==> src/rtl/bfc_defs.svh <==
// Offsets, field positions, reset values and decode constants of the forwarding control
`ifndef BFC_DEFS_SVH
`define BFC_DEFS_SVH

// ----------------------------------------------------------------------------
// Configuration offsets
// ----------------------------------------------------------------------------
`define BFC_OFF_CAP_ID 8'h40
`define BFC_OFF_BRCTL 8'h3E
`define BFC_CAP_ID_VAL 16'h000D
`define BFC_BRCTL_RST 6'h00
`define BFC_BRCTL_W 6

// ----------------------------------------------------------------------------
// Bridge control fields
// ----------------------------------------------------------------------------
`define BFC_BIT_PARITY 0
`define BFC_BIT_SYSERR 1
`define BFC_BIT_ALIAS 2
`define BFC_BIT_DISP 3
`define BFC_BIT_DISP16 4
`define BFC_BIT_MAM 5

// ----------------------------------------------------------------------------
// Legacy display decode
// ----------------------------------------------------------------------------
`define BFC_DISP_MEM_LO 32'h000A_0000
`define BFC_DISP_MEM_HI 32'h000B_FFFF
`define BFC_DISP_IO_A_LO 10'h3B0
`define BFC_DISP_IO_A_HI 10'h3BB
`define BFC_DISP_IO_B_LO 10'h3C0
`define BFC_DISP_IO_B_HI 10'h3DF
`define BFC_IO_LOW64K_HI 32'h0000_FFFF

`endif

==> src/rtl/bfc_pkg.sv <==
// Types shared by the forwarding control
`default_nettype none

package bfc_pkg;

  typedef struct packed {
    logic wr;
    logic rd;
    logic [7:0] addr;
    logic [15:0] wdata;
  } bfc_cfg_req_t;

  typedef struct packed {
    logic valid;
    logic upstream;
    logic is_io;
    logic [31:0] addr;
    logic mem_window_hit;
  } bfc_dec_req_t;

  typedef struct packed {
    logic io_space_en;
    logic mem_space_en;
    logic primary_syserr_report_en;
  } bfc_cmd_t;

  typedef struct packed {
    logic [5:0] brctl;
    logic [15:0] rdata;
    logic ack;
    logic dec_done;
    logic fwd_dn;
    logic fwd_up;
    logic serr_prev;
    logic serr_fwd;
    logic err_report;
    logic poison;
  } bfc_state_t;

endpackage

`default_nettype wire

==> src/rtl/bfc_top.sv <==
// Legacy display forwarding, alias blocking and secondary error forwarding
// Notes on behaviour
// - Display forwarding ignores windows and alias blocking
// - Display memory window A0000h through BFFFFh
// - Display I/O: upper zero, 3B0-3BB, 3C0-3DF
// - Alias blocking only inside I/O window, 64K
// - Alias blocking refuses upper 768 bytes downstream
// - Alias blocking forwards upper 768 bytes upstream
// - Alias blocking clear forwards whole I/O window
// - System error forwarded needs assert, both enables
// - Error forwarding enable resets zero, blocks events
// - Parity response clear ignores secondary errors
// - Parity response set reports secondary errors
// - Data error always poisons upstream data
// - Capability identifier at 40h reads 0Dh
// - Display forwarding gated by space enables
`include "bfc_defs.svh"
`timescale 1ns/100ps
`default_nettype none

module bfc_top (
  input wire logic clk,
  input wire logic srst,
  input wire bfc_pkg::bfc_cfg_req_t cfg_req,
  output logic [15:0] cfg_rdata,
  output logic cfg_ack,
  input wire bfc_pkg::bfc_cmd_t cmd,
  input wire logic [31:0] io_base,
  input wire logic [31:0] io_limit,
  input wire bfc_pkg::bfc_dec_req_t dec_req,
  output logic dec_done,
  output logic fwd_dn,
  output logic fwd_up,
  input wire logic sec_serr,
  input wire logic sec_addr_err,
  input wire logic sec_attr_err,
  input wire logic sec_data_err,
  output logic pri_serr_fwd,
  output logic sec_err_report,
  output logic data_poison,
  output logic master_abort_mode
);

  bfc_pkg::bfc_state_t s_q;
  bfc_pkg::bfc_state_t s_d;

  logic legacy_io_alias_block_en;
  logic secondary_syserr_fwd_en;
  logic secondary_parity_response_en;
  logic disp_en;
  logic disp16;
  logic in_io_window;
  logic in_low64k;
  logic alias_hit;
  logic disp_mem_hit;
  logic disp_io_hit;
  logic disp_hit;
  logic dn_decision;
  logic up_decision;
  logic [9:0] low10;

  assign legacy_io_alias_block_en = s_q.brctl[`BFC_BIT_ALIAS];
  assign secondary_syserr_fwd_en = s_q.brctl[`BFC_BIT_SYSERR];
  assign secondary_parity_response_en = s_q.brctl[`BFC_BIT_PARITY];
  assign disp_en = s_q.brctl[`BFC_BIT_DISP];
  assign disp16 = s_q.brctl[`BFC_BIT_DISP16];
  assign low10 = dec_req.addr[9:0];

  // ----------------------------------------------------------------------------
  // Address decode
  // ----------------------------------------------------------------------------
  assign in_io_window = (dec_req.addr >= io_base) && (dec_req.addr <= io_limit);
  assign in_low64k = dec_req.addr <= `BFC_IO_LOW64K_HI;
  // Top 768 bytes of each 1 KB block: offset within block at or above 100h
  assign alias_hit = dec_req.addr[9:8] != 2'b00;
  assign disp_mem_hit = (dec_req.addr >= `BFC_DISP_MEM_LO) && (dec_req.addr <= `BFC_DISP_MEM_HI);
  assign disp_io_hit = (dec_req.addr[31:16] == 16'h0000)
    && (!disp16 || dec_req.addr[15:10] == 6'h00)
    && (((low10 >= `BFC_DISP_IO_A_LO) && (low10 <= `BFC_DISP_IO_A_HI))
      || ((low10 >= `BFC_DISP_IO_B_LO) && (low10 <= `BFC_DISP_IO_B_HI)));
  // Display hit still needs the matching space enable
  assign disp_hit = disp_en && (dec_req.is_io ? (disp_io_hit && cmd.io_space_en)
                                              : (disp_mem_hit && cmd.mem_space_en));

  always_comb
  begin
    dn_decision = 1'b0;
    up_decision = 1'b0;
    if (!dec_req.upstream)
    begin
      if (disp_hit)
        dn_decision = 1'b1;
      else if (dec_req.is_io)
        // Blocking applies only inside the window and the low 64 KB
        dn_decision = cmd.io_space_en && in_io_window
          && !(legacy_io_alias_block_en && in_low64k && alias_hit);
      else
        dn_decision = cmd.mem_space_en && dec_req.mem_window_hit;
    end
    else
    begin
      // Display addresses owned downstream never travel upstream
      if (disp_en && (dec_req.is_io ? disp_io_hit : disp_mem_hit))
        up_decision = 1'b0;
      else if (dec_req.is_io)
        up_decision = !in_io_window
          || (legacy_io_alias_block_en && in_low64k && alias_hit);
      else
        up_decision = !dec_req.mem_window_hit;
    end
  end

  // ----------------------------------------------------------------------------
  // Next state
  // ----------------------------------------------------------------------------
  always_comb
  begin
    s_d = s_q;
    s_d.ack = cfg_req.wr || cfg_req.rd;
    s_d.rdata = 16'h0000;
    if (cfg_req.wr && cfg_req.addr == `BFC_OFF_BRCTL)
      s_d.brctl = cfg_req.wdata[`BFC_BRCTL_W-1:0];
    // Capability identifier has no storage, so writes fall away
    if (cfg_req.rd)
    begin
      if (cfg_req.addr == `BFC_OFF_CAP_ID)
        s_d.rdata = `BFC_CAP_ID_VAL;
      else if (cfg_req.addr == `BFC_OFF_BRCTL)
        s_d.rdata = {10'h000, s_q.brctl};
    end
    s_d.dec_done = dec_req.valid;
    s_d.fwd_dn = dec_req.valid && dn_decision;
    s_d.fwd_up = dec_req.valid && up_decision;
    s_d.serr_prev = sec_serr;
    // One event per assertion edge of the secondary error line
    s_d.serr_fwd = sec_serr && !s_q.serr_prev
      && secondary_syserr_fwd_en && cmd.primary_syserr_report_en;
    s_d.err_report = secondary_parity_response_en
      && (sec_addr_err || sec_attr_err || sec_data_err);
    s_d.poison = sec_data_err;
  end

  always_ff @(posedge clk)
  begin
    if (srst)
    begin
      s_q <= '0;
      s_q.brctl <= `BFC_BRCTL_RST;
    end
    else
      s_q <= s_d;
  end

  assign cfg_rdata = s_q.rdata;
  assign cfg_ack = s_q.ack;
  assign dec_done = s_q.dec_done;
  assign fwd_dn = s_q.fwd_dn;
  assign fwd_up = s_q.fwd_up;
  assign pri_serr_fwd = s_q.serr_fwd;
  assign sec_err_report = s_q.err_report;
  assign data_poison = s_q.poison;
  assign master_abort_mode = s_q.brctl[`BFC_BIT_MAM];
endmodule // bfc_top

`default_nettype wire

==> config.mk <==
export PLATFORM = sky130hd
export DESIGN_NAME = bfc_top
export DESIGN_NICKNAME = d
export VERILOG_FILES = /design/src/rtl/bfc_pkg.sv /design/src/rtl/bfc_top.sv
export VERILOG_INCLUDE_DIRS = /design/src /design/src/rtl
export SDC_FILE = /design/constraint.sdc
export NUM_CORES = 1
export LEC_CHECK = 0
export ABC_AREA = 0
export BUFFER_PORTS_ARGS = -buffer_cell sky130_fd_sc_hd__buf_2
export CAP_MARGIN = 10
export CORE_AREA = 5 5 73 91
export DETAILED_ROUTE_END_ITERATION = 7
export DIE_AREA = 0 0 78 96
export PLACE_DENSITY = 0.88
export SYNTH_ARGS = -nofsm -noshare
export SYNTH_HDL_FRONTEND = slang
export SYNTH_SLANG_ARGS = --single-unit
==> constraint.sdc <==
create_clock -name clk -period 6.07 [get_ports clk]
set_clock_uncertainty 0.2 [all_clocks]
set_input_delay 1.214 -clock clk [delete_from_list [all_inputs] [get_ports clk]]
set_output_delay 1.214 -clock clk [all_outputs]
set_load 0.05 [all_outputs]
Word level (Yosys, flattened, before mapping)
Cells that the tools add are included.
{ "op_classes": {"n_lt_le_gt_ge": 9, "n_eq_ne": 2, "mux": 10, "bitwise": 2, "n_reduce_logical": 39} }
{ "ops": {"columns": ["operator", "n"], "rows": [
  ["$ge 32x20->1 const B", 1],
  ["$ge 32x32->1", 1],
  ["$le 32x16->1 const B", 1],
  ["$le 32x20->1 const B", 1],
  ["$le 32x32->1", 1],
  ["$logic_and 1x1->1", 22],
  ["$ge 10x10->1 const B", 2],
  ["$le 10x10->1 const B", 2],
  ["$logic_not 16->1", 1],
  ["$eq 8x6->1 const B", 1],
  ["$eq 8x7->1 const B", 1],
  ["$mux 1", 8],
  ["$mux 4", 2],
  ["$logic_not 6->1", 1],
  ["$logic_or 1x1->1", 6],
  ["$logic_not 1->1", 5],
  ["$reduce_or 4->1", 1],
  ["$reduce_or 3->1", 1],
  ["$not 1->1", 2],
  ["$reduce_bool 2->1", 1],
  ["$reduce_or 2->1", 1]
]} }
{ "totals": {"regBits": 30, "in_bits": 135, "elab_cells": 74} }

Logic depth before layout (Yosys ltp)
{ "logic_depth": {"ltp_word": 10, "ltp_mapped": 8, "ltp_nobuf": 8} }

Worst setup path before layout
No wires, ideal clock.
{ "synth_path": {"path_kind": "input-to-reg", "start": "in io_base[13]", "end": "reg s_q, in the netlist fwd_up", "t_arrival_ps": 2696, "path_slack_ps": 3096, "cell_stages": 8, "n_path_buf": 0, "path_cell_list": "inv_1 ha_1 a21o_1 a21o_1 a2111oi_0 a31oi_1 o2111a_1 nor3_1"} }
{ "synth_between": {"elab_chain_len": 8} }
{ "synth_lines": {"columns": ["item", "line", "text"], "rows": [
  ["from (decl)", "bfc_top.sv:28", "input wire logic [31:0] io_base,"],
  ["$ge 32x32->1", "bfc_top.sv:72", "assign in_io_window = (dec_req.addr >= io_base) && (dec_req.addr <= io_limit);"],
  ["$logic_and 1x1->1", "bfc_top.sv:72", null],
  ["$logic_not 1->1", "bfc_top.sv:106", "up_decision = !in_io_window"],
  ["$logic_or 1x1->1", "bfc_top.sv:107", "|| (legacy_io_alias_block_en && in_low64k && alias_hit);"],
  ["$mux 1", "bfc_top.sv:105", "else if (dec_req.is_io)"],
  ["$mux 1", "bfc_top.sv:103", "if (disp_en && (dec_req.is_io ? disp_io_hit : disp_mem_hit))"],
  ["$mux 1", "bfc_top.sv:89", "if (!dec_req.upstream)"],
  ["$logic_and 1x1->1", "bfc_top.sv:133", "s_d.fwd_up = dec_req.valid && up_decision;"],
  ["to (decl)", "bfc_top.sv:44", "bfc_pkg::bfc_state_t s_q;"]
]} }
Every way passes these cells.
A chain may end at the register's enable or synchronous reset.

Worst setup path in the final report
{ "layout_path": {"start": "in dec_req[14] (netlist name)", "end": "reg s_q, in the netlist fwd_up"} }
{ "layout_between": {"elab_chain_len": 9, "word_cells_on_any_way": 21} }
{ "layout_lines": {"columns": ["item", "line", "text"], "rows": [
  ["from (decl)", "bfc_top.sv:30", "input wire bfc_pkg::bfc_dec_req_t dec_req,"],
  ["parallel branches: the longest is 6 deep, another holds $ge 32x32->1", null, null],
  ["$mux 1 (*)", "bfc_top.sv:103", null],
  ["$mux 1 (*)", "bfc_top.sv:89", null],
  ["$logic_and 1x1->1 (*)", "bfc_top.sv:133", null]
]} }
Mark *: on every way between the ends.

==> results.ini <==
[drt]
drc_errors=0
first_iter_violations=68
wire_per_inst_um=13.1
viasPerCell=5.16
firstDrtPassIters=4
routed_wl_um=6970
postRouteAntennaNets=0
via_count=2748

[synthesis]
synth_ff_type=dfxtp_1
syn_inst=333
seq_area_frac_synth_pct=15.5
synth-edff-count=0
ys_seq_elements=20
synth.distinct_cells=46
synth.top_cells.by_area=ha_1 31%, dfxtp_1 16%, inv_1 9.3%, a21oi_1 4.9%, buf_4 4.7%
synthTopCellsByCount=64 x ha_1, 64 x inv_1, 25 x a21oi_1
syn_area_per_cell_um2=7.73
synth.cell_area_um2=2570
synthAdderAreaFrac_pct=31.1
yosys-mux-area-fraction_pct=2.33
synth_top_family_by_area=adder cells
synth_compound_area_share_pct=15.9
synth_simple_gate_area_share_pct=20.8
synth_warnings=0
synth_top_area_share_pct=31.1
synth_xor_area_share_pct=0
synth_area_leader_cell=ha_1
async_flop_share_pct=0

[clock_tree]
root_buffer=clkbuf_8
cts_tree=done
postCtsHoldBufs=0
clock_latency_ns=0.25
cts_setup_buffers=0
cts_made_buffers=3
htreeDepth=1
clk_pin_slew_worst_paths_ns=0.07
cts.sinks=20
cts_resized=0
clk_path_buf_depth=2

[setup_path]
end_kind=register
cp.arrival_ns=3.25
path_class=in -> reg
worst-path-max-fanout=3
cp-start-kind=input port
crit_required_ns=6.04

[final_layout]
multi_input_area_um2=1840
n_fill_cell=519
final_nets=667
area_growth_syn_to_layout_pct=28.7
fin_area_um2=3310
drive_gt1_share_pct=31.5
num_antenna_cells=0
regArea_um2=400
utilization_pct=58.1

[floorplanning]
fp.dieArea_um2=7490
die_y_um=96
core_um2=5700
die_x_um=78
start_util_pct=45.2
num_rows=31
io_pins=159

[timing]
setup_tns_ns=0
slew_violations=0
worst_slew_pin_slew_ns=0.855
finalHoldViolCount=0
period_share_pct=54.1
relSlewSlack_pct=42.2
grt_setup_unrepaired=false
fmax_mhz=305
period_needed_ns=3.28
finalSetupViolations=0

[pwr]
vdd_drop_max_mv=0.0816
cellPowerDensity_nw_per_um2=121
p_leak_nw=2.02

[global_route]
grt_pass1_vias=2759
antenna_found_initial=0
grt_first_pass_wirelength_um=11300
gr-total-overflow=0
grt_use_total_pct=17.7
grt_max_degree=14

[place]
io_buffers=138
gp_congestion=0.852
placed_area_um2=3260
dp_hpwl_um=6350

[outcome]
status=finished clean

[run]
cap_violations=0

[min_path]
hold_class=reg -> reg

-- metrics by stage --
step	hold WS, ns	total power, mW	worst slack [ns]	instances
floorplan	0.238	0.242	3.10	342
global placement	0.266	0.298	2.56	529
detailed placement	0.264	0.307	2.53	529
CTS	0.287	0.402	2.78	533
global route	0.313	0.433	2.53	533
finish	0.284	0.399	2.79	533
-- kinds of logic after synthesis --
logic type      Yosys count
simple gates             96
buf+inv                  81
compound gates           65
fa+ha+maj                64
flops                    20
mux                       6
other cells               1
-- cell usage in the layout (no fill, tap or decap), types with 2 or more instances in the layout --
cell / count
and3_1: 2
clkbuf_8: 4
mux2i_1: 6
nand4_1: 10
conb_1: 10
o21ai_0: 10
a2111oi_0: 2
inv_1: 64
nor2_1: 17
buf_2: 138
a31oi_1: 3
o22ai_1: 2
a21o_1: 8
nor2b_1: 7
nor4b_1: 3
a21oi_1: 25
ha_1: 64
o21ai_1: 2
nor4_1: 3
and2b_1: 3
a221oi_1: 2
and2_1: 3
dfxtp_1: 20
nor3_1: 8
nand2_1: 22
o211ai_1: 3
and4_1: 3
nand3_1: 5
-- state kept, by name, indices dropped and copies added (netlist names) --
register / cells
cfg_rdata: 6
s_q: 3
cfg_ack: 1
data_poison: 1
dec_done: 1
disp16: 1
disp_en: 1
fwd_dn: 1
fwd_up: 1
legacy_io_alias_block_en: 1
master_abort_mode: 1
pri_serr_fwd: 1
sec_err_report: 1
-- where the power goes --
| part | leakage (nW) | total (mW) | internal, mW | switching, mW |
|---|---|---|---|---|
| sequential | 0.162 | 0.133 | 0.133 | 0.000360 |
| combinational | 1.83 | 0.171 | 0.0759 | 0.0951 |
| clock | 0.0288 | 0.0950 | 0.0575 | 0.0375 |
-- layer usage --
layer / vias up / share of wire [%] / global-route usage (%) / wire length [um]
met2: 96 / 52 / 34.4 / 3650
met4: 0 / 2.1 / 5.35 / 148
met1: 1216 / 38 / 19.6 / 2670
met5: - / 0 / 0 / 0
met3: 14 / 7.2 / 2.43 / 505
li1: 1422 / - / - / -
-- area by class of cell --
| class | instances | area share [%] |
|---|---|---|
| clock buffers | 4 | 1.66 |
| inverters | 64 | 7.25 |
| multi-input cells | 241 | 55.7 |
| flip-flops and latches | 20 | 12.1 |
| well taps | 66 | 2.49 |
| repair buffers | 138 | 20.8 |
-- worst max-delay path, stage by stage --
cell,delay [ns]
buf_2,0.12
ha_1,0.29
a21o_1,0.19
a21o_1,0.16
a2111oi_0,0.63
a31oi_1,0.24
o2111a_1,0.29
nor3_1,0.11
-- worst paths after layout --
kind                                          startpoint      endpoint  slack, ns  depth (start not counted)
worst max register to register  legacy_io_alias_block_en        fwd_up       4.48                          5
worst max-delay path                         dec_req[14]        fwd_up       2.79                          8
worst min-delay path                             s_q[24]  cfg_rdata[0]       0.28                          1
worst min register to register                   s_q[24]  cfg_rdata[0]       0.28                          1
(Power assumes the default switching activity.)
